==> src/hw/tws_pkg.sv <==
package tws_pkg;
   localparam int unsigned ADDR_W      = 16;
   localparam int unsigned DATA_W      = 8;
   localparam logic [3:0]  BYTE_BITS   = 4'h8;
   localparam logic [3:0]  LAST_TX_BIT = 4'h7;
   localparam logic [6:0]  DEV_ADDR_DEF = 7'h3c;  // Arbitrary
   localparam logic        DIR_WRITE   = 1'h0;
   localparam logic        DIR_READ    = 1'h1;

   typedef enum logic [2:0] {
      TWS_IDLE = 3'h0,
      TWS_RX   = 3'h1,
      TWS_ACK  = 3'h3,
      TWS_TX   = 3'h2,
      TWS_RACK = 3'h6
   } tws_state_t;

   typedef enum logic [1:0] {
      PH_DEV  = 2'h0,
      PH_HI   = 2'h1,
      PH_LO   = 2'h3,
      PH_DATA = 2'h2
   } tws_phase_t;

   typedef struct packed {
      logic [ADDR_W-1:0] addr;
      logic [DATA_W-1:0] data;
   } tws_wr_t;

   typedef struct packed {
      logic o;
      logic oe_n;
   } tws_drv_t;
endpackage

==> src/hw/tws_slave.sv <==
`timescale 1ns/1ps
// Contract
// - A random-address read opens with a write of the register address, then a restart and the read address byte.
// - A current-address read sends the read address byte right after start and uses the held register pointer.
// - After the write address byte the register address comes high byte then low byte into the pointer.
// - A sequential write continues with data bytes stored at successive addresses until stop.
// - The register pointer advances by one after every 8-bit data transfer, read or write.
// - The last address bit gives direction (0 write, 1 read) and only a matching address is acknowledged.
// - The device acknowledges each register-address byte and each write data byte by pulling data low.
// - A read ends with a master no-acknowledge and stop, and the device releases data on the no-acknowledge.
module tws_slave #(
   parameter logic [6:0] DEV_ADDR = tws_pkg::DEV_ADDR_DEF  // Arbitrary default
) (
   input  wire logic                        sys_clk,
   input  wire logic                        rstn,
   input  wire logic                        scl_i,
   input  wire logic                        sda_i,
   output logic                             sda_o,
   output logic                             sda_oe_n,
   input  wire logic [tws_pkg::DATA_W-1:0]  rd_data,
   output logic [tws_pkg::ADDR_W-1:0]       reg_addr,
   output tws_pkg::tws_wr_t                 reg_wr,
   output logic                             reg_wr_en
);
   logic                         scl_s1, scl_s2, scl_d;
   logic                         sda_s1, sda_s2, sda_d;
   logic                         scl_rise, scl_fall, bus_start, bus_stop;

   tws_pkg::tws_state_t          state, next_state;
   tws_pkg::tws_phase_t          phase, next_phase;
   logic [3:0]                   cnt, next_cnt;
   logic [7:0]                   shift, next_shift;
   logic                         rw, next_rw;
   logic [tws_pkg::ADDR_W-1:0]   ptr, next_ptr;
   tws_pkg::tws_wr_t             next_reg_wr;
   logic                         next_reg_wr_en;
   tws_pkg::tws_drv_t            drv, next_drv;

   assign scl_rise  = scl_s2 & ~scl_d;
   assign scl_fall  = ~scl_s2 & scl_d;
   assign bus_start = scl_s2 & scl_d & sda_d & ~sda_s2;
   assign bus_stop  = scl_s2 & scl_d & ~sda_d & sda_s2;

   always_ff @(posedge sys_clk) begin
      if (!rstn) begin
         scl_s1 <= 1'h1;
         scl_s2 <= 1'h1;
         scl_d  <= 1'h1;
         sda_s1 <= 1'h1;
         sda_s2 <= 1'h1;
         sda_d  <= 1'h1;
      end else begin
         scl_s1 <= scl_i;
         scl_s2 <= scl_s1;
         scl_d  <= scl_s2;
         sda_s1 <= sda_i;
         sda_s2 <= sda_s1;
         sda_d  <= sda_s2;
      end
   end

   always_comb begin
      next_state     = state;
      next_phase     = phase;
      next_cnt       = cnt;
      next_shift     = shift;
      next_rw        = rw;
      next_ptr       = ptr;
      next_reg_wr    = reg_wr;
      next_reg_wr_en = 1'h0;
      next_drv       = drv;
      if (bus_stop) begin
         next_state = tws_pkg::TWS_IDLE;
         next_drv   = '{o: 1'h1, oe_n: 1'h1};
      end else if (bus_start) begin
         next_state = tws_pkg::TWS_RX;
         next_phase = tws_pkg::PH_DEV;
         next_cnt   = 4'h0;
         next_drv   = '{o: 1'h1, oe_n: 1'h1};
      end else begin
         unique case (state)
            tws_pkg::TWS_IDLE: ;
            tws_pkg::TWS_RX: begin
               if (scl_rise && cnt != tws_pkg::BYTE_BITS) begin
                  next_shift = {shift[6:0], sda_s2};
                  next_cnt   = cnt + 4'h1;
               end else if (scl_fall && cnt == tws_pkg::BYTE_BITS) begin
                  next_state = tws_pkg::TWS_ACK;
                  next_drv   = '{o: 1'h0, oe_n: 1'h0};
                  unique case (phase)
                     tws_pkg::PH_DEV: begin
                        next_rw = shift[0];
                        if (shift[7:1] != DEV_ADDR) begin
                           next_state = tws_pkg::TWS_IDLE;
                           next_drv   = '{o: 1'h1, oe_n: 1'h1};
                        end
                     end
                     tws_pkg::PH_HI: next_ptr[15:8] = shift;
                     tws_pkg::PH_LO: next_ptr[7:0]  = shift;
                     tws_pkg::PH_DATA: begin
                        next_reg_wr    = '{addr: ptr, data: shift};
                        next_reg_wr_en = 1'h1;
                        next_ptr       = ptr + 16'h1;
                     end
                  endcase
               end
            end
            tws_pkg::TWS_ACK: begin
               if (scl_fall) begin
                  next_cnt = 4'h0;
                  if (phase == tws_pkg::PH_DEV && rw == tws_pkg::DIR_READ) begin
                     next_state = tws_pkg::TWS_TX;
                     next_shift = rd_data;
                     next_drv   = '{o: rd_data[7], oe_n: rd_data[7]};
                  end else begin
                     next_state = tws_pkg::TWS_RX;
                     next_drv   = '{o: 1'h1, oe_n: 1'h1};
                     unique case (phase)
                        tws_pkg::PH_DEV:  next_phase = tws_pkg::PH_HI;
                        tws_pkg::PH_HI:   next_phase = tws_pkg::PH_LO;
                        tws_pkg::PH_LO:   next_phase = tws_pkg::PH_DATA;
                        tws_pkg::PH_DATA: next_phase = tws_pkg::PH_DATA;
                     endcase
                  end
               end
            end
            tws_pkg::TWS_TX: begin
               if (scl_fall) begin
                  if (cnt == tws_pkg::LAST_TX_BIT) begin
                     next_state = tws_pkg::TWS_RACK;
                     next_drv   = '{o: 1'h1, oe_n: 1'h1};
                     next_ptr   = ptr + 16'h1;
                  end else begin
                     next_cnt   = cnt + 4'h1;
                     next_shift = {shift[6:0], 1'h0};
                     next_drv   = '{o: shift[6], oe_n: shift[6]};
                  end
               end
            end
            tws_pkg::TWS_RACK: begin
               if (scl_rise && sda_s2) begin
                  next_state = tws_pkg::TWS_IDLE;
               end else if (scl_fall) begin
                  next_state = tws_pkg::TWS_TX;
                  next_cnt   = 4'h0;
                  next_shift = rd_data;
                  next_drv   = '{o: rd_data[7], oe_n: rd_data[7]};
               end
            end
            default: begin
               next_state = tws_pkg::TWS_IDLE;
               next_drv   = '{o: 1'h1, oe_n: 1'h1};
            end
         endcase
      end
   end

   always_ff @(posedge sys_clk) begin
      if (!rstn) begin
         state     <= tws_pkg::TWS_IDLE;
         phase     <= tws_pkg::PH_DEV;
         cnt       <= 4'h0;
         shift     <= 8'h0;
         rw        <= tws_pkg::DIR_WRITE;
         ptr       <= 16'h0;
         reg_wr    <= '0;
         reg_wr_en <= 1'h0;
         drv       <= '{o: 1'h1, oe_n: 1'h1};
      end else begin
         state     <= next_state;
         phase     <= next_phase;
         cnt       <= next_cnt;
         shift     <= next_shift;
         rw        <= next_rw;
         ptr       <= next_ptr;
         reg_wr    <= next_reg_wr;
         reg_wr_en <= next_reg_wr_en;
         drv       <= next_drv;
      end
   end

   assign sda_o    = drv.o;
   assign sda_oe_n = drv.oe_n;
   assign reg_addr = ptr;

   a_ack_addr_data: assert property (@(posedge sys_clk) disable iff (!rstn)
      (state == tws_pkg::TWS_RX && scl_fall && cnt == tws_pkg::BYTE_BITS && phase != tws_pkg::PH_DEV
       && !bus_stop && !bus_start) |=> (!sda_oe_n && !sda_o && state == tws_pkg::TWS_ACK))
      else $error("no acknowledge after received byte");
   a_dev_mismatch: assert property (@(posedge sys_clk) disable iff (!rstn)
      (state == tws_pkg::TWS_RX && scl_fall && cnt == tws_pkg::BYTE_BITS && phase == tws_pkg::PH_DEV
       && shift[7:1] != DEV_ADDR && !bus_stop && !bus_start) |=> (state == tws_pkg::TWS_IDLE && sda_oe_n))
      else $error("foreign address was acknowledged");
   a_dev_match: assert property (@(posedge sys_clk) disable iff (!rstn)
      (state == tws_pkg::TWS_RX && scl_fall && cnt == tws_pkg::BYTE_BITS && phase == tws_pkg::PH_DEV
       && shift[7:1] == DEV_ADDR && !bus_stop && !bus_start)
      |=> (state == tws_pkg::TWS_ACK && !sda_oe_n && !sda_o && rw == $past(shift[0])))
      else $error("own address not acknowledged");
   a_write_strobe: assert property (@(posedge sys_clk) disable iff (!rstn)
      (state == tws_pkg::TWS_RX && scl_fall && cnt == tws_pkg::BYTE_BITS && phase == tws_pkg::PH_DATA
       && !bus_stop && !bus_start)
      |=> (reg_wr_en && reg_wr.addr == $past(ptr) && reg_wr.data == $past(shift)))
      else $error("write strobe missing or wrong");
   a_stop_idle: assert property (@(posedge sys_clk) disable iff (!rstn)
      bus_stop |=> (state == tws_pkg::TWS_IDLE && sda_oe_n && ptr == $past(ptr)))
      else $error("stop did not idle or pointer moved");
   a_write_incr: assert property (@(posedge sys_clk) disable iff (!rstn)
      reg_wr_en |-> (reg_addr == reg_wr.addr + 16'h1))
      else $error("pointer not advanced after write");
   a_nack_release: assert property (@(posedge sys_clk) disable iff (!rstn)
      (state == tws_pkg::TWS_RACK && scl_rise && sda_s2 && !bus_stop && !bus_start)
      |=> (sda_oe_n && state == tws_pkg::TWS_IDLE) [*2])
      else $error("data not released on no-acknowledge");
   a_hi_byte: assert property (@(posedge sys_clk) disable iff (!rstn)
      (state == tws_pkg::TWS_RX && scl_fall && cnt == tws_pkg::BYTE_BITS && phase == tws_pkg::PH_HI
       && !bus_stop && !bus_start) |=> (ptr[15:8] == $past(shift)))
      else $error("high address byte not loaded");
   a_read_start: assert property (@(posedge sys_clk) disable iff (!rstn)
      (state == tws_pkg::TWS_ACK && scl_fall && phase == tws_pkg::PH_DEV && rw && !bus_stop && !bus_start)
      |=> (state == tws_pkg::TWS_TX && sda_oe_n == $past(rd_data[7])))
      else $error("read did not start from pointer");
   a_read_incr: assert property (@(posedge sys_clk) disable iff (!rstn)
      (state == tws_pkg::TWS_TX && scl_fall && cnt == tws_pkg::LAST_TX_BIT && !bus_stop && !bus_start)
      |=> (ptr == $past(ptr) + 16'h1 && state == tws_pkg::TWS_RACK && sda_oe_n))
      else $error("pointer not advanced after read byte");
endmodule // tws_slave

==> config.mk <==
export PLATFORM = sky130hd
export DESIGN_NAME = tws_slave
export DESIGN_NICKNAME = d
export VERILOG_FILES = /design/src/hw/tws_pkg.sv /design/src/hw/tws_slave.sv
export SDC_FILE = /design/constraint.sdc
export NUM_CORES = 1
export LEC_CHECK = 0
export BUFFER_PORTS_ARGS = -buffer_cell sky130_fd_sc_hd__clkbuf_2
export CAP_MARGIN = 10
export CORE_ASPECT_RATIO = 0.7
export CORE_MARGIN = 4
export CORE_UTILIZATION = 40
export CTS_CLUSTER_SIZE = 30
export DETAILED_ROUTE_END_ITERATION = 7
export HOLD_SLACK_MARGIN = 0.05
export PLACE_DENSITY_LB_ADDON = 0.1
export RECOVER_POWER = 50
export SLEW_MARGIN = 0
export SYNTH_ARGS = -nofsm -noshare
export SYNTH_HDL_FRONTEND = slang
export SYNTH_SLANG_ARGS = --single-unit
==> constraint.sdc <==
create_clock -name sys_clk -period 2.3 [get_ports sys_clk]
set_clock_uncertainty 0.2 [all_clocks]
set_input_delay 0.115 -clock sys_clk [delete_from_list [all_inputs] [get_ports sys_clk]]
set_output_delay 0.115 -clock sys_clk [all_outputs]
set_load 0.02 [all_outputs]
==> flow_metrics.py <==
metrics = {
    "setup_path": {
        "start_kind": "register",
        "crit_required_ns": 2.32,
        "r2r_end": "reg_addr[14]",
        "critPathTopFamily": "flip-flops",
        "slowest_delay_ns": 0.54,
        "ff2ff_path_depth": 6,
        "critPathLaunch": "state[1]",
        "crit_cells": 6,
        "crit_arrival_ns": 2.23,
        "crit_buf_inv": 2,
        "crit_fanout": 11,
        "cp-end-kind": "register",
        "r2r_start": "state[1]",
        "r2r_slack_ns": 0.1,
        "crit_top_cell": "buf_4",
        "crit_slowest_cell": "dfxtp_1",
        "crit_end": "reg_addr[14]",
        "crit_type": "register to register",
        "cp_cell_sequence": "or3b_4 > o211ai_4 > buf_4 > nor4_1 > buf_4 > a32o_1",
    },
    "floorplan": {
        "die_w_um": 120,
        "core.rowCount": 28,
        "core_um2": 8480,
        "start_util_pct": 41.2,
        "die_y_um": 86.2,
        "die_area_um2": 10300,
        "io-pin-count": 55,
    },
    "layout": {
        "syn_to_final_growth_pct": 27.4,
        "drive_gt1_share_pct": 16.7,
        "finalInstanceArea_um2": 4450,
        "nNetsFinal": 528,
        "antenna_cells": 0,
        "post-route-util_pct": 52.5,
    },
    "yosys": {
        "synthDistinctLibCells": 66,
        "ys_seq_area_share_pct": 37.8,
        "synthCells": 422,
        "synthFlopType": "dfxtp_1",
        "synthArstFlopShare_pct": 0,
        "syn_area_um2": 3490,
        "syn_nets": 441,
        "synth_edf_count": 0,
        "synth_warnings": 0,
        "avgSynthCellArea_um2": 8.28,
        "synth-seq-cells": 66,
    },
    "min_path": {
        "hp-class": "primary input to register",
    },
    "place": {
        "place_hpwl_mm": 7.44,
        "io_buffer_count": 54,
        "gp_congestion": 0.901,
        "placed_area_um2": 4060,
    },
    "pwr": {
        "p_per_area_nw_per_um2": 607,
        "leakage_uw": 0.00159,
        "peakVddDrop_v": 0.000350,
    },
    "grt": {
        "antenna_found_initial": 0,
        "grt_util_all_layers_pct": 20.9,
        "grt_pass1_vias": 3223,
        "grt_max_degree": 45,
        "grt_overflow": 0,
        "grt_pass1_wl_mm": 17.0,
    },
    "clock_tree": {
        "clk_latency_ns": 0.33,
        "clock-sinks": 66,
        "h-tree-depth": 3,
        "clockRootBuffer": "clkbuf_16",
        "clockBufferDepth": 2,
        "cts_tree": "yes",
        "clk_pin_slew_ns": 0.05,
        "cts_inserted_buffers": 9,
    },
    "timing": {
        "slew_headroom_pct": 63.4,
        "report.final.slew_viol_count": 0,
        "whs_ns": 0.157,
        "setup_violations": 0,
        "tightest_slew_ns": 0.545,
        "hold_viol": 0,
        "setup_tns_ns": 0,
        "max_clock_freq_mhz": 454,
        "finalCritPeriodShare_pct": 95.7,
        "min_period_ns": 2.20,
        "rsz0062_at_grt": "false",
    },
    "route": {
        "drt_pre_antenna_iters": 5,
        "post_drt_via_cell_ratio": 5.57,
        "wl_per_cell_um": 16.4,
        "drc": 0,
        "wl_mm": 10.4,
        "drt_iter0_markers": 275,
        "via_count": 3529,
        "ant_nets": 0,
    },
    "status": {
        "status": "completed",
    },
    "job": {
        "maxCapViolCount": 0,
    },
}
-- synth_stat cells (all sizes together), types with 2 or more instances --
cell type | count | area [um2]
nand2 | 77 | 289
dfxtp | 66 | 1320
a21oi | 49 | 245
nor2 | 22 | 82.6
o21ai | 19 | 98.8
buf | 17 | 124
nand3 | 14 | 70.1
nor3 | 12 | 70.1
a211oi | 10 | 75.1
clkbuf | 10 | 37.5
mux2i | 10 | 100
a311oi | 9 | 78.8
inv | 9 | 33.8
nand2b | 8 | 50.1
nand4 | 8 | 50.1
ha | 7 | 87.6
o31ai | 5 | 37.5
o32ai | 5 | 62.6
a32o | 4 | 40.0
nor3b | 4 | 46.3
or2 | 4 | 25.0
a31o | 3 | 26.3
and3b | 3 | 26.3
nand3b | 3 | 22.5
nor2b | 3 | 18.8
nor4 | 3 | 33.8
a2111oi | 2 | 17.5
a21boi | 2 | 18.8
a21o | 2 | 15.0
a22oi | 2 | 15.0
a32oi | 2 | 17.5
and3 | 2 | 12.5
o211ai | 2 | 28.8
o2bb2ai | 2 | 17.5
or3b | 2 | 22.5
xor2 | 2 | 17.5
-- per-stage QoR --
step / worst slack (ns) / total power (uW) / instances
final: 0.0987 / 2700 / 634
after global routing: 0.0176 / 2810 / 634
after CTS: 0.0512 / 2730 / 634
after detailed placement: 0.124 / 1360 / 606
after global placement: 0.172 / 1360 / 606
after floorplan: 0.303 / 1300 / 422
-- state kept, by name (all words and copies together) (netlist names) --
register and count:
shift 8, sda_d 1, sda_s1 1, rw 1, phase 2, scl_d 1
cnt 4, state 3, scl_s1 1, reg_addr 16, reg_wr_en 1, sda_s2 1
reg_wr 24, scl_s2 1, sda_o 1
-- where the power goes --
part	total [uW]	internal [uW]	switching (uW)
Sequential	1180	1160	19.0
Clock	1350	847	501
Combinational	177	75.1	102
-- worst min-delay path by stage --
| stage | from | to | slack, ns | cells past startpoint |
|---|---|---|---|---|
| finish | rd_data[0] | shift[0] | 0.16 | 5 |
| global route | rd_data[0] | shift[0] | 0.19 | 5 |
| CTS | rd_data[0] | shift[0] | 0.1 | 5 |
| detailed placement | scl_i | scl_s1 | 0.1 | 2 |
| global placement | sda_i | sda_s1 | 0.1 | 2 |
| floorplan | scl_i | scl_s1 | 0.02 | 1 |
-- cells by family after synthesis --
kind of cell	synth area share, %
simple gates	24.6
compound gates	26.1
flops	37.8
buf+inv	5.59
mux	2.87
fa+ha+maj	2.51
xor+xnor	0.502
-- cells in the final DEF, fill, tap and decap left out, drive strengths merged, types with 9 or more instances in the layout --
master       count
a211oi          10
a21oi           49
a311oi           9
buf             35
clkbuf          69
dfxtp           66
dlygate4sd3     12
inv              9
mux2i           10
nand2           77
nand3           14
nor2            22
nor3            12
o21ai           19
-- metal layers --
| layer | GRT usage, % | part of all wire, % | wire length [um] | vias to the layer above |
|---|---|---|---|---|
| met5 | 0 | 0 | 0 | - |
| met4 | 6.76 | 1.3 | 136 | 0 |
| met3 | 5.35 | 6.7 | 693 | 16 |
| met2 | 28.3 | 40 | 4150 | 127 |
| met1 | 31.9 | 52 | 5430 | 1664 |
| li1 | - | - | - | 1722 |
-- worst register-to-register path: stages, from the launching register on --
cell and delay, ns:
dfxtp_1 0.54, or3b_4 0.48, o211ai_4 0.24, buf_4 0.19, nor4_1 0.06, buf_4 0.18, a32o_1 0.21
-- final cells by class --
class / instances / area, um2
flip-flops and latches: 66 / 1320
multi-input cells: 320 / 2000
clock buffers: 13 / 280
fillers: 861 / 4030
well taps: 120 / 150
inverters: 9 / 33.8
clock inverters: 3 / 21.3
repair buffers: 103 / 638
-- timing repair --
action | CTS | global route
gates resized for setup | 0 | 9
setup endpoints to repair | 0 | 16
setup buffers | 0 | 0
hold buffers | 12 | 0
endpoints found under the hold margin | 15 | 0
Note: power is estimated with default switching activity, not from simulation.
